`src/scr_pkg.sv`:
```
`default_nettype none
package scr_pkg;

    // ----------------------------------------------------------------
    // register addresses (word addresses on the configuration port)
    // ----------------------------------------------------------------
    localparam logic [8:0] ADDR_IDENTITY   = 9'h000;
    localparam logic [8:0] ADDR_RSVD_ONE   = 9'h001;
    localparam logic [8:0] ADDR_VARIANT    = 9'h002;
    localparam logic [8:0] ADDR_PLL_RST    = 9'h008;
    localparam logic [8:0] ADDR_CGEN_RST   = 9'h009;
    localparam logic [8:0] ADDR_ANA_RST    = 9'h00A;
    localparam logic [8:0] ADDR_PLL_CTRL   = 9'h010;
    localparam logic [8:0] ADDR_PLL_RSVD   = 9'h011;
    localparam logic [8:0] ADDR_IO_CTRL    = 9'h014;
    localparam logic [8:0] ADDR_LOCK_STAT  = 9'h018;
    localparam logic [8:0] ADDR_LOCK_RSV_A = 9'h01A;
    localparam logic [8:0] ADDR_LOCK_RSV_B = 9'h01B;
    localparam logic [8:0] ADDR_CGEN_CTRL  = 9'h020;
    localparam logic [8:0] ADDR_LOGIC_EN   = 9'h022;
    localparam logic [8:0] ADDR_CORE_PWR   = 9'h028;

    // ----------------------------------------------------------------
    // reset values and field layout
    // ----------------------------------------------------------------
    localparam logic [15:0] RST_VARIANT    = 16'h0000;
    localparam logic [15:0] RST_PLL_RST    = 16'h0099;
    localparam logic [15:0] RST_CGEN_RST   = 16'h0009;
    localparam logic [15:0] RST_ANA_RST    = 16'h0999;
    localparam logic [15:0] RST_PLL_CTRL   = 16'h0004;
    localparam logic [15:0] RST_PLL_RSVD   = 16'h2113;
    localparam logic [15:0] RST_IO_CTRL    = 16'h0000;
    localparam logic [15:0] RST_LOCK_RSV_A = 16'h2182;
    localparam logic [15:0] RST_LOCK_RSV_B = 16'h3D2D;
    localparam logic [15:0] RST_CGEN_CTRL  = 16'h0004;
    localparam logic [15:0] RST_LOGIC_EN   = 16'h0000;
    localparam logic [15:0] RST_CORE_PWR   = 16'h0000;
    localparam logic [15:0] ZERO_WORD      = 16'h0000;
    localparam logic [3:0]  HOLD_CODE      = 4'h9;
    localparam int          NUM_UNITS      = 6;

    // ----------------------------------------------------------------
    // field positions inside the register words
    // ----------------------------------------------------------------
    localparam int HOLD_W        = 4;  // one soft-reset hold code
    localparam int HOLD_LO       = 0;  // pll, clock generator and mux codes
    localparam int HOLD_MID      = 4;  // lock detector and front end codes
    localparam int HOLD_HI       = 8;  // serializer code
    localparam int BIT_PLL_PWR   = 0;
    localparam int BIT_PLL_EN    = 1;
    localparam int BIT_PLL_BYP   = 2;
    localparam int BIT_CLKIN_PWR = 0;
    localparam int BIT_LOCK      = 0;
    localparam int BIT_ANA_CLK   = 0;
    localparam int BIT_LOGIC_CLK = 1;
    localparam int BIT_SEL_PLL   = 2;
    localparam int BIT_EIGHT_BIT = 3;
    localparam int BIT_LOGIC_EN  = 0;
    localparam int BIT_CORE_PWR  = 0;
    localparam int BIT_MUX_PWR   = 1;
    localparam int VARIANT_LO    = 0;
    localparam int VARIANT_W     = 2;

    // ----------------------------------------------------------------
    // control outputs grouped for the analog and clock blocks
    // ----------------------------------------------------------------
    typedef struct packed {
        logic       pllPowerUp;
        logic       pllEnable;
        logic       pllBypass;
        logic       clockInPowerUp;
        logic       analogClkEn;
        logic       logicClkEn;
        logic       selectPll;
        logic       eightBitMode;
        logic       logicEnable;
        logic       corePowerUp;
        logic       muxPowerUp;
        logic [1:0] variant;
    } scr_ctrl_t;

endpackage : scr_pkg
`default_nettype wire

```
`src/scr_regs.sv`:
```
// Notes on behaviour
// - each 4-bit hold code equal to nine keeps its unit in reset; all default nine.
// - pll control bit 0 powers the pll up when set; resets zero.
// - pll control bit 1 enables the pll; resets zero.
// - pll control bit 2 bypasses the pll; resets one.
// - io control bit 0 powers the clock input buffer; resets zero.
// - clock generator bit 0 enables analog clocks; resets zero.
// - clock generator bit 1 enables the logic clock; resets zero.
// - clock generator bit 2 selects pll output over serial clock; resets one.
// - clock generator bit 3 selects eight-bit conversion instead of ten; resets zero.
// - logic register bit 0 globally enables sensor logic; resets zero.
// - image core bit 0 powers the pixel core up; resets zero.
// - image core bit 1 powers the column multiplexer up; resets zero.
`timescale 1ns/10ps
`default_nettype none
module scr_regs #(
    parameter logic [15:0] IDENTITY_WORD = 16'hA5C3  // arbitrary value
) (
    // clock and reset
    input  wire logic             clk,
    input  wire logic             rstn,
    // configuration port
    input  wire logic             cfgWrEn,
    input  wire logic             cfgRdEn,
    input  wire logic [8:0]       cfgAddr,
    input  wire logic [15:0]      cfgWrData,
    output logic      [15:0]      cfgRdData,
    output logic                  cfgRdValid,
    // status from the analog side
    input  wire logic             pllLocked,
    // unit reset holds: pll, lock det, clkgen, mux, afe, serializer
    output logic [5:0]            unitInReset,
    // control levels
    output scr_pkg::scr_ctrl_t    ctrl
);
    import scr_pkg::*;

    // ----------------------------------------------------------------
    // register storage
    // ----------------------------------------------------------------
    logic [15:0] variantQ,  variantD;
    logic [15:0] pllRstQ,   pllRstD;
    logic [15:0] cgenRstQ,  cgenRstD;
    logic [15:0] anaRstQ,   anaRstD;
    logic [15:0] pllCtrlQ,  pllCtrlD;
    logic [15:0] pllRsvdQ,  pllRsvdD;
    logic [15:0] ioCtrlQ,   ioCtrlD;
    logic [15:0] lockRsvAQ, lockRsvAD;
    logic [15:0] lockRsvBQ, lockRsvBD;
    logic [15:0] cgenCtrlQ, cgenCtrlD;
    logic [15:0] logicEnQ,  logicEnD;
    logic [15:0] corePwrQ,  corePwrD;
    logic        lockQ,     lockD;
    logic [15:0] rdDataQ,   rdDataD;
    logic        rdValidQ,  rdValidD;
    logic [3:0]  holdCode [NUM_UNITS];

    // ----------------------------------------------------------------
    // chip configuration: product variant
    // ----------------------------------------------------------------
    // stored as written; matching it to the product is up to software
    always_comb begin
        variantD = variantQ;
        if (cfgWrEn && cfgAddr == ADDR_VARIANT) begin
            variantD = cfgWrData;
        end
    end

    // variant register
    always_ff @(posedge clk or negedge rstn) begin
        if (!rstn) begin
            variantQ <= RST_VARIANT;
        end else begin
            variantQ <= variantD;
        end
    end

    // ----------------------------------------------------------------
    // reset generator: soft-reset hold codes
    // ----------------------------------------------------------------
    // full words kept so unused nibbles read back as written
    always_comb begin
        pllRstD  = pllRstQ;
        cgenRstD = cgenRstQ;
        anaRstD  = anaRstQ;
        if (cfgWrEn) begin
            unique case (cfgAddr)
                ADDR_PLL_RST:  pllRstD  = cfgWrData;
                ADDR_CGEN_RST: cgenRstD = cfgWrData;
                ADDR_ANA_RST:  anaRstD  = cfgWrData;
                default: ;  // owned by other groups
            endcase
        end
    end

    // hold code registers; every unit starts held
    always_ff @(posedge clk or negedge rstn) begin
        if (!rstn) begin
            pllRstQ  <= RST_PLL_RST;
            cgenRstQ <= RST_CGEN_RST;
            anaRstQ  <= RST_ANA_RST;
        end else begin
            pllRstQ  <= pllRstD;
            cgenRstQ <= cgenRstD;
            anaRstQ  <= anaRstD;
        end
    end

    // ----------------------------------------------------------------
    // pll: power, enable, bypass and reserved word
    // ----------------------------------------------------------------
    // reserved word kept writable so software can restore it
    always_comb begin
        pllCtrlD = pllCtrlQ;
        pllRsvdD = pllRsvdQ;
        if (cfgWrEn) begin
            unique case (cfgAddr)
                ADDR_PLL_CTRL: pllCtrlD = cfgWrData;
                ADDR_PLL_RSVD: pllRsvdD = cfgWrData;
                default: ;  // owned by other groups
            endcase
        end
    end

    // pll registers; the pll starts bypassed and powered down
    always_ff @(posedge clk or negedge rstn) begin
        if (!rstn) begin
            pllCtrlQ <= RST_PLL_CTRL;
            pllRsvdQ <= RST_PLL_RSVD;
        end else begin
            pllCtrlQ <= pllCtrlD;
            pllRsvdQ <= pllRsvdD;
        end
    end

    // ----------------------------------------------------------------
    // input/output: clock input buffer power
    // ----------------------------------------------------------------
    // single word, written whole
    always_comb begin
        ioCtrlD = ioCtrlQ;
        if (cfgWrEn && cfgAddr == ADDR_IO_CTRL) begin
            ioCtrlD = cfgWrData;
        end
    end

    // io register
    always_ff @(posedge clk or negedge rstn) begin
        if (!rstn) begin
            ioCtrlQ <= RST_IO_CTRL;
        end else begin
            ioCtrlQ <= ioCtrlD;
        end
    end

    // ----------------------------------------------------------------
    // lock detector: status flop and reserved words
    // ----------------------------------------------------------------
    // detector level is already synchronous, so one flop suffices
    always_comb begin
        lockD     = pllLocked;  // tracks the detector every cycle
        lockRsvAD = lockRsvAQ;
        lockRsvBD = lockRsvBQ;
        if (cfgWrEn) begin
            unique case (cfgAddr)
                ADDR_LOCK_RSV_A: lockRsvAD = cfgWrData;
                ADDR_LOCK_RSV_B: lockRsvBD = cfgWrData;
                default: ;  // the status word itself takes no write
            endcase
        end
    end

    // lock detector registers; lock reads zero until reported
    always_ff @(posedge clk or negedge rstn) begin
        if (!rstn) begin
            lockQ     <= 1'b0;
            lockRsvAQ <= RST_LOCK_RSV_A;
            lockRsvBQ <= RST_LOCK_RSV_B;
        end else begin
            lockQ     <= lockD;
            lockRsvAQ <= lockRsvAD;
            lockRsvBQ <= lockRsvBD;
        end
    end

    // ----------------------------------------------------------------
    // clock generator: gating, source and conversion width
    // ----------------------------------------------------------------
    // single word, written whole
    always_comb begin
        cgenCtrlD = cgenCtrlQ;
        if (cfgWrEn && cfgAddr == ADDR_CGEN_CTRL) begin
            cgenCtrlD = cfgWrData;
        end
    end

    // clock generator register; pll source selected from reset
    always_ff @(posedge clk or negedge rstn) begin
        if (!rstn) begin
            cgenCtrlQ <= RST_CGEN_CTRL;
        end else begin
            cgenCtrlQ <= cgenCtrlD;
        end
    end

    // ----------------------------------------------------------------
    // general logic enable and image core power
    // ----------------------------------------------------------------
    // both words written whole
    always_comb begin
        logicEnD = logicEnQ;
        corePwrD = corePwrQ;
        if (cfgWrEn) begin
            unique case (cfgAddr)
                ADDR_LOGIC_EN: logicEnD = cfgWrData;
                ADDR_CORE_PWR: corePwrD = cfgWrData;
                default: ;  // owned by other groups
            endcase
        end
    end

    // logic and core registers; everything starts off
    always_ff @(posedge clk or negedge rstn) begin
        if (!rstn) begin
            logicEnQ <= RST_LOGIC_EN;
            corePwrQ <= RST_CORE_PWR;
        end else begin
            logicEnQ <= logicEnD;
            corePwrQ <= corePwrD;
        end
    end

    // ----------------------------------------------------------------
    // read port; the identity word has no storage, so writes vanish
    // ----------------------------------------------------------------
    // registered mux: one cycle of latency buys a clean data word
    always_comb begin
        rdValidD = cfgRdEn;
        rdDataD  = rdDataQ;
        if (cfgRdEn) begin
            unique case (cfgAddr)
                ADDR_IDENTITY:   rdDataD = IDENTITY_WORD;
                ADDR_VARIANT:    rdDataD = variantQ;
                ADDR_PLL_RST:    rdDataD = pllRstQ;
                ADDR_CGEN_RST:   rdDataD = cgenRstQ;
                ADDR_ANA_RST:    rdDataD = anaRstQ;
                ADDR_PLL_CTRL:   rdDataD = pllCtrlQ;
                ADDR_PLL_RSVD:   rdDataD = pllRsvdQ;
                ADDR_IO_CTRL:    rdDataD = ioCtrlQ;
                ADDR_LOCK_STAT: begin
                    rdDataD           = ZERO_WORD;
                    rdDataD[BIT_LOCK] = lockQ;
                end
                ADDR_LOCK_RSV_A: rdDataD = lockRsvAQ;
                ADDR_LOCK_RSV_B: rdDataD = lockRsvBQ;
                ADDR_CGEN_CTRL:  rdDataD = cgenCtrlQ;
                ADDR_LOGIC_EN:   rdDataD = logicEnQ;
                ADDR_CORE_PWR:   rdDataD = corePwrQ;
                default:         rdDataD = ZERO_WORD;  // address 001 and unmapped read zero
            endcase
        end
    end

    // read port registers; data holds until the next read
    always_ff @(posedge clk or negedge rstn) begin
        if (!rstn) begin
            rdDataQ  <= ZERO_WORD;
            rdValidQ <= 1'b0;
        end else begin
            rdDataQ  <= rdDataD;
            rdValidQ <= rdValidD;
        end
    end

    // ----------------------------------------------------------------
    // unit reset holds: only the exact code nine holds a unit
    // ----------------------------------------------------------------
    assign holdCode[0] = pllRstQ[HOLD_LO +: HOLD_W];
    assign holdCode[1] = pllRstQ[HOLD_MID +: HOLD_W];
    assign holdCode[2] = cgenRstQ[HOLD_LO +: HOLD_W];
    assign holdCode[3] = anaRstQ[HOLD_LO +: HOLD_W];
    assign holdCode[4] = anaRstQ[HOLD_MID +: HOLD_W];
    assign holdCode[5] = anaRstQ[HOLD_HI +: HOLD_W];

    for (genvar u = 0; u < NUM_UNITS; u++) begin : g_hold
        assign unitInReset[u] = (holdCode[u] == HOLD_CODE);
    end

    // ----------------------------------------------------------------
    // control levels straight from register bits
    // ----------------------------------------------------------------
    assign ctrl.pllPowerUp     = pllCtrlQ[BIT_PLL_PWR];
    assign ctrl.pllEnable      = pllCtrlQ[BIT_PLL_EN];
    assign ctrl.pllBypass      = pllCtrlQ[BIT_PLL_BYP];
    assign ctrl.clockInPowerUp = ioCtrlQ[BIT_CLKIN_PWR];
    assign ctrl.analogClkEn    = cgenCtrlQ[BIT_ANA_CLK];
    assign ctrl.logicClkEn     = cgenCtrlQ[BIT_LOGIC_CLK];
    assign ctrl.selectPll      = cgenCtrlQ[BIT_SEL_PLL];
    assign ctrl.eightBitMode   = cgenCtrlQ[BIT_EIGHT_BIT];
    assign ctrl.logicEnable    = logicEnQ[BIT_LOGIC_EN];
    assign ctrl.corePowerUp    = corePwrQ[BIT_CORE_PWR];
    assign ctrl.muxPowerUp     = corePwrQ[BIT_MUX_PWR];
    assign ctrl.variant        = variantQ[VARIANT_LO +: VARIANT_W];

    assign cfgRdData  = rdDataQ;
    assign cfgRdValid = rdValidQ;

endmodule : scr_regs
`default_nettype wire

```
`config.mk`:
```
export PLATFORM = sky130hd
export DESIGN_NAME = scr_regs
export DESIGN_NICKNAME = d
export VERILOG_FILES = /design/src/scr_pkg.sv /design/src/scr_regs.sv
export SDC_FILE = /design/constraint.sdc
export NUM_CORES = 1
export LEC_CHECK = 0
export ABC_AREA = 1
export BUFFER_PORTS_ARGS = -buffer_cell sky130_fd_sc_hd__buf_2
export CORE_MARGIN = 2
export CORE_UTILIZATION = 60
export CTS_CLUSTER_DIAMETER = 40
export DETAILED_ROUTE_END_ITERATION = 7
export GPL_TIMING_DRIVEN = 0
export PLACE_DENSITY = 0.85
export SLEW_MARGIN = 5
export SYNTH_ARGS = -nofsm -noshare
export SYNTH_HDL_FRONTEND = slang
export SYNTH_SLANG_ARGS = --single-unit
```
`constraint.sdc`:
```
create_clock -name clk -period 1.6 [get_ports clk]
set_clock_uncertainty 0.05 [all_clocks]
set_input_delay 0.24 -clock clk [delete_from_list [all_inputs] [get_ports clk]]
set_output_delay 0.24 -clock clk [all_outputs]
set_load 0.02 [all_outputs]
```
## Word-level counts from Yosys, hierarchy flattened

Cells that the tools add are included.

- Bitwise gates (word level): 0
- Shift operators: 0
- Multiply operators: 0
- Eq/ne operators: 19
- Mux-type cells: 1
- $lt $le $gt $ge: 0
- Reductions and logical operators: 13
- Divide/modulo/power cells: 0
- $add $sub $neg: 0

Operator list:

| kind | count |
|---|---|
| one-hot mux 16 bit (14 select lines) | 1 |
| equality test 9 x 5 -> 1 bit, second input constant | 6 |
| equality test 9 x 4 -> 1 bit, second input constant | 3 |
| equality test 9 x 6 -> 1 bit, second input constant | 3 |
| equality test 4 bit, second input constant | 6 |
| AND reduction 2 bit | 9 |
| equality test 9 x 2 -> 1 bit, second input constant | 1 |
| zero test 9 bit | 1 |
| logical AND 1 bit | 3 |

- Logic and storage cells: 48
- Memories: 0
- Input port bits: 30
- Register bits: 210
- RAM bits: 0
- Latch bits: 0
- Output and inout port bits: 36
- Memory bits (read-only): 0

## Longest topological paths before layout

Gate-level depths: netlist of run 1.

- Word-level depth: 2
- Mapped depth: 13
- Mapped depth without buffers: 12

## Worst setup path after synthesis of run 1

No wires, ideal clock.

- Kind: input-to-reg
- Start: in cfgAddr[7]
- End: reg ioCtrlQ[11]
- Required time: 1.419 ns
- Path slack: 0.204 ns
- Path buffers: 2
- Library setup time: 0.131 ns
- Data arrival time: 1.214 ns
- Stages on the path: 8
- Cells stage by stage: nor2_4 -> nand3_2 -> buf_6 -> nor2_8 -> nand2_2 -> buf_2 -> nand2_1 -> o21ai_1

- Word-level cells in the longest chain between the ends: 2

Ends and longest elaborated chain:

| item | RTL line | source |
|---|---|---|
| start, declared | scr_regs.sv:25 | `input wire logic [8:0] cfgAddr,` |
| equality test 9 x 5 -> 1 bit | scr_regs.sv:142 | `if (cfgWrEn && cfgAddr == ADDR_IO_CTRL) begin` |
| logical AND 1 bit | scr_regs.sv:142 |  |
| end signal, assigned | scr_regs.sv:152 | `ioCtrlQ <= ioCtrlD;` |
| end, declared | scr_regs.sv:47 | `logic [15:0] ioCtrlQ, ioCtrlD;` |

Every way passes these cells.
A chain may end at the register's enable or synchronous reset.

## Worst setup path in the final report of run 1

- Start: reg anaRstQ[8]
- End: out unitInReset[5]

- Word-level cells in the longest chain between the ends: 1

Ends and longest elaborated chain:

| item | RTL line | source |
|---|---|---|
| start, declared | scr_regs.sv:44 | `logic [15:0] anaRstQ, anaRstD;` |
| start signal, assigned | scr_regs.sv:105 | `anaRstQ <= anaRstD;` |
| equality test 4 bit | scr_regs.sv:286 | `assign unitInReset[u] = (holdCode[u] == HOLD_CODE);` |
| end, declared | scr_regs.sv:32 | `output logic [5:0] unitInReset,` |

Every way passes these cells.

==> impl_metrics.ini, run 1 <==
[run_status]
status = finished with violations
violations = setup timing

[placed_design]
pre_cts_ws_ns = -0.369
port_buffers = 65
place.gp.congestion = 0.924
dp.cells = 1494
dpl.hpwl_um = 20100
dpl-instance-area_sq_mm = 0.0104

[finish]
layout.nets = 1365
syn2layout_area_growth_pct = 19.0
drive_gt1_share_pct = 18.1
layout.cells.non_filler = 1574
n_fill_cell = 1162
diodes = 0
fin_util_pct = 73.2
finalInstanceArea_sq_mm = 0.0116

[logic_synthesis]
yosysTopAreaCellShare_pct = 45.6
yosys.cell_types.count = 23
yosys_warnings = 0
netlist_top_cells_area = dfrtp_1, nand2_1, dfstp_2
synth-seq-cells = 210
synth_cells = 1212
ys_top_cells_by_count = nand2_1, dfrtp_1, o21ai_0, nand3_1, o21ai_1
ys_async_sr_fraction_pct = 100
syn-num-nets = 1242
seq_area_frac_synth_pct = 54.2
avgSynthCellArea_sq_um = 8.06
yosysMostFrequentCell = nand2_1
synth_top_area_cell = dfrtp_1
synth_edf_count = 0
netlist_area_sq_mm = 0.00977
synth_top_flop_cell = dfrtp_1

[clock_tree]
clock_latency_ns = 0.54
clock_sinks = 210
clk_pin_slew_ns = 0.06
root_buffer = clkbuf_16
clockBufferDepth = 3
tritoncts = built
htreeDepth = 1
cts_buffers = 29

[pwr]
leakagePower_nw = 5.77
power_density_mw_per_mm2 = 1050
ir_drop_v = 0.000857

[critical_path]
crit_path_end_kind = output port
path_max_fanout = 2
start_kind = flip-flop
max_stage_delay_ns = 0.56
crit_type = reg2out
worstPathRequired_ns = 1.31
crit_arrival_ns = 1.49
critPathSlowestCell = dfstp_2
path_cells = nand2_2 > nor3_4 > buf_6

[floorplanning]
dieArea_sq_mm = 0.0173
fp.dieH_um = 132
start_util_pct = 61.5
rows = 46
num_io_pins = 66
coreArea_sq_mm = 0.0159
die_w_um = 132

[timing]
fin_crit_sh_pct = 111
min_period_ns = 1.78
slew-limit-headroom_pct = 55.0
fin_ws_ns = -0.181
worst_pin_slew_ns = 0.675
hold_viol = 0
setup_violations = 6
fmax_ghz = 0.562
rsz0062_at_grt = yes
final_max_slew_viol_count = 0
hold_ws_ns = 0.137

[detailed_routing]
wl_per_cell_um = 18.7
viasPerCell = 5.83
drc = 0
postRouteAntennaNets = 0
dr.pass1.iters = 5
dr.first_iter.drc_count = 1109
vias = 9170
routed_wl_um = 29400

[run]
cap_violations = 0

[global_route]
first_global_vias = 8848
grt_use_total_pct = 34.0
overflow = 0
antenna_found_initial = 0
grt_pass1_wl_um = 46400
grt_max_degree = 116

[worst_hold_path]
hp-class = in2reg
[cell type report]
cell class,instances,area (sq um),area share (%)
sequential,210,5300,45.5
multi-input combinational,848,3830,32.9
clock buffer,36,762,6.55
timing repair buffer,94,654,5.63
buffer,82,410,3.53
tap,216,270,2.32
inverter,70,263,2.26
clock inverter,18,143,1.23
[placed cells by master, fill, tap and decap left out, types with 3 or more instances in the layout]
| master | instances |
|---|---|
| buf_6 | 4 |
| dfstp_2 | 32 |
| inv_1 | 63 |
| nand3_2 | 3 |
| nand4_1 | 8 |
| nor2_4 | 14 |
| nor3_1 | 20 |
| inv_6 | 9 |
| nand3_1 | 82 |
| nor2_2 | 5 |
| dlygate4sd3_1 | 19 |
| inv_2 | 7 |
| clkbuf_16 | 29 |
| nor3_2 | 4 |
| clkbuf_1 | 46 |
| buf_4 | 31 |
| o21ai_1 | 79 |
| nor2_1 | 45 |
| nand2_2 | 12 |
| clkinv_2 | 4 |
| buf_2 | 79 |
| o21ai_0 | 121 |
| nand2_1 | 450 |
| dfrtp_1 | 178 |
[worst paths after layout]
check | slack (ns) | to | start | cells after the start
max | -0.18 | unitInReset[5] | anaRstQ[8] | 3
min | 0.14 | lockRsvBQ[15] | cfgWrEn | 4
max reg2reg | 0.18 | cfgRdData[7] | pllRstQ[7] | 9
min reg2reg | 0.43 | cfgRdData[1] | cfgRdData[1] | 2
max in group asynchronous | 0.35 | lockRsvBQ[13] | rstn | 3
min in group asynchronous | 0.26 | pllRstQ[15] | rstn | 2
[layer usage]
layer | global-route usage, % | share of wire [%] | routed length [um] | vias to the layer above
met2 | 53.5 | 47 | 13700 | 576
met3 | 5.36 | 9.0 | 2640 | 118
li1 | - | - | - | 4135
met4 | 18.8 | 5.8 | 1720 | 0
met5 | 0 | 0 | 0 | -
met1 | 45.5 | 39 | 11300 | 4341
[per-stage QoR]
| stage | power (W) | setup TNS [ns] |
|---|---|---|
| final | 0.0122 | -0.776 |
| after global placement | 0.00616 | -659.80 |
| after floorplan | 0.00590 | 0 |
| after global routing | 0.0125 | -0.940 |
| after detailed placement | 0.00619 | -40.76 |
| after CTS | 0.0122 | -0.739 |
[power by group]
part           internal, W  total (W)  switching [W]  leakage, nW
sequential         0.00547    0.00555      0.0000865         2.80
clock              0.00346    0.00602        0.00256        0.443
combinational     0.000188   0.000611       0.000423         2.53
total              0.00912     0.0122        0.00307         5.77
[worst max-delay path: cells and delay by family, from the launching register on]
family,cells,cell delay (ns)
flip-flops,1,0.56
AND/OR/NAND/NOR,2,0.23
buffers and inverters,1,0.15
[repair_timing]
item	CTS	global route
buffers inserted	8	1
hold endpoints to repair	128	0
resized for setup	11	10
setup endpoints to repair	8	13
hold buffers	19	0
[kinds of logic (layout without fill, tap and decap cells)]
| family | after synthesis | in the layout | synth area share (%) |
|---|---|---|---|
| flip-flops | 210 | 210 | 54.2 |
| buffers and inverters | 154 | 300 | 7.04 |
| AO/OA/AOI/OAI | 200 | 200 | 10.2 |
| AND/OR/NAND/NOR | 648 | 648 | 28.5 |
[state kept, by name, summed over array words and instances, names as in the netlist]
name / cells
logicEnQ: 16
lockRsvAQ: 16
pllRstQ: 16
cfgRdValid: 1
cgenRstQ: 16
cgenCtrlQ: 16
lockRsvBQ: 16
ioCtrlQ: 16
cfgRdData: 16
pllRsvdQ: 16
variantQ: 16
anaRstQ: 16
lockQ: 1
pllCtrlQ: 16
corePwrQ: 16
No activity file was read; power rests on OpenSTA's default activity.
==> run 2: changes to the inputs <==
--- a/config.mk
+++ b/config.mk
@@ -5,14 +5,13 @@
 export SDC_FILE = /design/constraint.sdc
 export NUM_CORES = 1
 export LEC_CHECK = 0
-export ABC_AREA = 1
-export BUFFER_PORTS_ARGS = -buffer_cell sky130_fd_sc_hd__buf_2
 export CORE_MARGIN = 2
 export CORE_UTILIZATION = 60
 export CTS_CLUSTER_DIAMETER = 40
 export DETAILED_ROUTE_END_ITERATION = 7
+export DONT_BUFFER_PORTS = 1
 export GPL_TIMING_DRIVEN = 0
-export PLACE_DENSITY = 0.85
+export PLACE_DENSITY = 0.82
 export SLEW_MARGIN = 5
 export SYNTH_ARGS = -nofsm -noshare
 export SYNTH_HDL_FRONTEND = slang
==> run 2 against run 1 <==
  * The flow finishes with violations (hold timing, setup timing)
  * Global-route usage is 3.3 points higher
  * Final cell count down 30%
  * Sequential share of layout area is 3.2 points lower
  * Largest power group unchanged
  * Power grew 9.1%
  * Highest routed layer unchanged
  * Synthesized area up 4.7%
  * Via count shrank 14%
  * Non-clock buffer count decreased by 58
  * Hold slack got worse by 0.80 ns
==> impl_metrics.ini, run 2 <==
[run_status]
status = finished with violations
violations = hold timing, setup timing

[critical_path]
r2r-end = cfgRdData[1]
critPathSlowestCell = dfstp_2
reg2reg_from = cgenRstQ[1]
crit_type = reg2out
cp_num_buf_inv = 0
max_stage_delay_ns = 0.55
r2r_setup_slack_ns = -0.03
worstPathRequired_ns = 1.31
path_cells = nor4bb_4
start_kind = flip-flop
r2r_cells = 5
crit_path_end_kind = output port
path_max_fanout = 3
crit_family = flip-flops
crit_arrival_ns = 1.57

[detailed_routing]
vias = 7849
dr.first_iter.drc_count = 1173
drc = 0
wl_per_cell_um = 30.4
routed_wl_um = 33700
viasPerCell = 7.10
dr.pass1.iters = 8
postRouteAntennaNets = 0

[logic_synthesis]
synth_top_area_cell = dfrtp_1
syn-num-nets = 819
yosys.cell_types.count = 67
ys_top_cells_by_count = mux2_2, dfrtp_1, a22oi_1, dfstp_2, clkbuf_1
synth_top_flop_cell = dfrtp_1
netlist_top_cells_area = dfrtp_1, mux2_2, dfstp_2
yosysTopAreaCellShare_pct = 43.5
ys_async_sr_fraction_pct = 100
seq_area_frac_synth_pct = 51.8
synth-seq-cells = 210
yosys_warnings = 0
avgSynthCellArea_sq_um = 13.0
yosysMostFrequentCell = mux2_2
synth_cells = 789
netlist_area_sq_mm = 0.0102
synth_edf_count = 0

[floorplanning]
dieArea_sq_mm = 0.0181
num_io_pins = 66
fp.dieH_um = 135
rows = 47
start_util_pct = 61.5
coreArea_sq_mm = 0.0166
die_w_um = 135

[global_route]
grt_max_degree = 211
top_usage_layer = met2
antenna_found_initial = 0
grt_use_total_pct = 37.3
first_global_vias = 7915
met2_usage_pct = 56.5
overflow = 0
met3_usage_pct = 8.03
met1_usage_pct = 50.9
grt_pass1_wl_um = 49500

[timing]
tns_ns = -1.38
slew-limit-headroom_pct = 36.0
worst_pin_slew_ns = 0.960
final_max_slew_viol_count = 0
fmax_ghz = 0.537
hold_viol = 210
fin_ws_ns = -0.263
hold_ws_ns = -0.666
rsz0062_at_grt = yes
fin_crit_sh_pct = 116
min_period_ns = 1.86
setup_violations = 13

[clock_tree]
htreeDepth = 1
clock_latency_ns = 0.56
tritoncts = built
clk_pin_slew_ns = 0.06
cts_buffers = 30
clock_sinks = 210
root_buffer = clkbuf_16
clockBufferDepth = 3

[placed_design]
place.gp.congestion = 0.976
port_buffers = 0
dpl.hpwl_um = 21300

[worst_hold_path]
hp-class = in2async

[pwr]
power_density_mw_per_mm2 = 1060
ir_drop_v = 0.00115
leakagePower_nw = 5.65

[run]
cap_violations = 0

[finish]
syn2layout_area_growth_pct = 22.2
drive_gt1_share_pct = 49.0
fin_util_pct = 75.1
layout.nets = 892
final_cell_mix = mux2_2, dfrtp_1, a22oi_1
diodes = 0
## run 2: repair_timing
action,in CTS,in global routing
hold endpoints to repair,246,213
resized for setup,45,26
pin swaps,12,12
hold buffers,19,1
buffers inserted,13,9
setup endpoints to repair,102,42
## run 2: how the worst max path moves through the flow
stage | cells after the start | startpoint | endpoint | slack, ns
floorplan | 6 | cfgAddr[5] | pllCtrlQ[10] | -0.30
global placement | 7 | cfgAddr[0] | cfgRdData[3] | -1.01
detailed placement | 7 | cfgAddr[0] | cfgRdData[3] | -1.01
CTS | 1 | cgenRstQ[0] | unitInReset[2] | -0.26
global route | 1 | cgenRstQ[3] | unitInReset[2] | -0.28
finish | 1 | cgenRstQ[3] | unitInReset[2] | -0.26
## run 2: kinds of logic after synthesis
family,after synthesis,synth area share (%)
compound gates,148,10.4
mux,205,23.3
buf+inv,85,4.45
flops,210,51.8
simple gates,141,10.1
## run 2: metal layers
metal | routed length [um] | share of wire, % | vias up
met5 | 0 | 0 | -
met4 | 1920 | 5.7 | 0
met3 | 3560 | 11 | 146
met2 | 15100 | 45 | 571
met1 | 13100 | 39 | 4008
li1 | - | - | 3124
## run 2: metrics by stage
stage | cells | power (W) | area [sq um] | worst slack, ns | hold WS (ns)
floorplan | 789 | 0.00606 | 10400 | -0.304 | -0.106
detailed placement | 1009 | 0.00628 | 10700 | -1.01 | -0.0984
global placement | 1009 | 0.00626 | 10700 | -1.01 | -0.0983
global route | 1106 | 0.0136 | 12500 | -0.281 | -0.672
CTS | 1097 | 0.0132 | 12300 | -0.258 | -0.669
finish | 1106 | 0.0133 | 12500 | -0.263 | -0.666
## run 2: final cells by class
cell class | instances | area [sq um]
Clock inverter | 19 | 240
Inverter | 8 | 30.0
Timing Repair Buffer | 42 | 369
Tap cell | 220 | 275
Buffer | 76 | 586
Sequential cell | 210 | 5300
Multi-Input combinational cell | 494 | 4870
Clock buffer | 37 | 837
Fill cell | 1045 | 4140
## run 2: report_power, final
group | switching [W] | total (W) | internal (W) | leakage [nW]
sequential | 0.0000919 | 0.00556 | 0.00547 | 2.80
clock | 0.00256 | 0.00693 | 0.00438 | 0.511
combinational | 0.000479 | 0.000793 | 0.000314 | 2.34
==> run 3: changes to the inputs <==
==> constraint.sdc (replaced) <==
create_clock -name clk -period 2.4 [get_ports clk]
set_clock_uncertainty 0.05 [all_clocks]
set_input_delay 0.36 -clock clk [delete_from_list [all_inputs] [get_ports clk]]
set_output_delay 0.36 -clock clk [all_outputs]
set_load 0.02 [all_outputs]
==> run 3 against run 2 <==
  * The run ends with hold timing, capacitance limit, slew limit left
  * Final cell count fell by 2.5%
  * Flip-flop and latch count unchanged
  * Sequential power decreased by 33%
  * Non-clock buffer count decreased by 23
  * Sequential share of layout area grew 2.9 points
  * Clock power down 35%
  * Cell area is 6.4% lower
  * Global-route usage is 1.8 points lower
  * Combinational power shrank 43%
  * First-iteration DRC count fell by 15%
  * Hold slack better by 0.13 ns
==> impl_metrics.ini, run 3 (synthesis results as in run 2) <==
[finish]
n_fill_cell = 1120
fin_util_pct = 70.3
final_common_cell = mux2_2
syn2layout_area_growth_pct = 14.4
seq_area_sq_mm = 0.00530
drive_gt1_share_pct = 41.7
final_cell_mix = mux2_2, dfrtp_1, a22oi_1
layout.nets = 866
multi_input_area_sq_mm = 0.00449

[clock_tree]
clockBufferDepth = 3
clock_sinks = 210
cts_buffers = 27
tritoncts = built
clk_pin_slew_ns = 0.06
htreeDepth = 1
ctsHoldBuffers = 18
clock_latency_ns = 0.54
postCtsSetupBuffers = 0
root_buffer = clkbuf_16

[timing]
rsz0062_at_grt = no
fmax_ghz = 0.422
hold_ws_ns = -0.537
final_max_slew_viol_count = 1
fin_ws_ns = 0.0288
fin_crit_sh_pct = 98.8
hold_viol = 210
worst_pin_slew_ns = 1.50
slew-limit-headroom_pct = -0.795
setup_violations = 0
min_period_ns = 2.37

[pwr]
internal_power_w = 0.00668
power_density_mw_per_mm2 = 737
ir_drop_v = 0.000671
leakagePower_nw = 5.33
switching_share_pct = 22.6
netSwitchingPower_w = 0.00195
seqPwrFrac_pct = 42.9
p_comb_share_pct = 5.2
pwr-share-clk_pct = 51.9

[detailed_routing]
wl_per_cell_um = 29.4
routed_wl_um = 31700
dr.first_iter.drc_count = 992
postRouteAntennaNets = 0
viasPerCell = 7.01
vias = 7556
drc = 0
dr.pass1.iters = 7

[global_route]
grt_pass1_wl_um = 47400
grt_use_total_pct = 35.5
first_global_vias = 7710
grt_max_degree = 211
antenna_found_initial = 1
overflow = 0

[critical_path]
max_stage_delay_ns = 0.58
path_cells = buf_6 > buf_2 > nor2_1 > o21ai_0 > a21oi_1 > o21ai_0 > buf_2 > a32oi_1
cp_num_buf_inv = 3
crit_arrival_ns = 2.78
crit_path_end_kind = flip-flop
path_max_fanout = 10
crit_family = compound AO/OA/AOI/OAI gates
r2r_cells = 5
critPathSlowestCell = nor2_1
start_kind = input pin
reg2reg_from = pllRstQ[2]
crit_type = in2reg
cp.depth = 8
worstPathRequired_ns = 2.80
r2r-end = cfgRdData[2]
r2r_setup_slack_ns = 0.67
timing.critical_path.from = cfgAddr[0]

[floorplanning]
start_util_pct = 61.5
rows = 47
fp.dieH_um = 135
coreArea_sq_mm = 0.0166
num_io_pins = 66
die_w_um = 135
dieArea_sq_mm = 0.0181

[placed_design]
place.gp.congestion = 0.998
dpl.hpwl_um = 20800
port_buffers = 0
pre_cts_ws_ns = -0.300

[worst_hold_path]
hp-class = in2async

[run]
cap_violations = 1

[run_status]
status = finished with violations
violations = hold timing, capacitance limit, slew limit
-- run 3: worst register-to-register path, cell delays in order, from the launching register on --
cell and delay (ns):
dfrtp_1 0.38, nand3b_1 0.08, a2111oi_0 0.74, a221o_1 0.22, a211oi_1 0.06, o2bb2ai_1 0.15
-- run 3: repair_timing --
item,CTS,global route
endpoints found under the setup margin,0,1
resized for setup,0,1
hold endpoints to repair,245,210
-- run 3: layout make-up --
type,instances,area share [%]
diodes,1,0.0214
inverters,8,0.257
plain buffers,77,3.64
clock buffers,30,5.96
clock inverters,20,2.62
flip-flops and latches,210,45.2
well taps,220,2.35
multi-input cells,494,38.4
repair buffers,18,1.54
-- run 3: worst max-delay path by stage --
stage | endpoint | slack (ns)
finish | cfgRdData[13] | 0.03
global route | unitInReset[1] | 0.05
floorplan | cfgRdData[0] | 0.30
global placement | cfgRdData[15] | -0.53
detailed placement | cfgRdData[1] | -0.30
CTS | unitInReset[2] | 0.06
-- run 3: metrics by stage --
| step | instances | area [sq um] | setup TNS [ns] | power [W] |
|---|---|---|---|---|
| after floorplan | 789 | 10200 | 0 | 0.00402 |
| after global placement | 1009 | 10500 | -14.79 | 0.00414 |
| after detailed placement | 1009 | 10500 | -17.53 | 0.00416 |
| after CTS | 1077 | 11700 | 0 | 0.00862 |
| after global routing | 1078 | 11700 | 0 | 0.00883 |
| final | 1078 | 11700 | 0 | 0.00863 |
-- run 3: power groups by stage --
stage | logic [W] | clock network (W) | registers [W]
2_1_floorplan | 0.000280 | 0 | 0.00374
3_3_place_gp | 0.000393 | 0 | 0.00375
3_5_place_dp | 0.000403 | 0 | 0.00376
4_1_cts | 0.000434 | 0.00449 | 0.00370
5_1_grt | 0.000465 | 0.00466 | 0.00371
6_report | 0.000450 | 0.00448 | 0.00370
-- run 3: metal layers --
layer	up-vias	part of all wire [%]	track usage, %
li1	3071	-	-
met1	3858	39	48.4
met2	499	44	53.4
met3	128	11	9.91
met4	0	5.1	16.1
met5	-	0	0
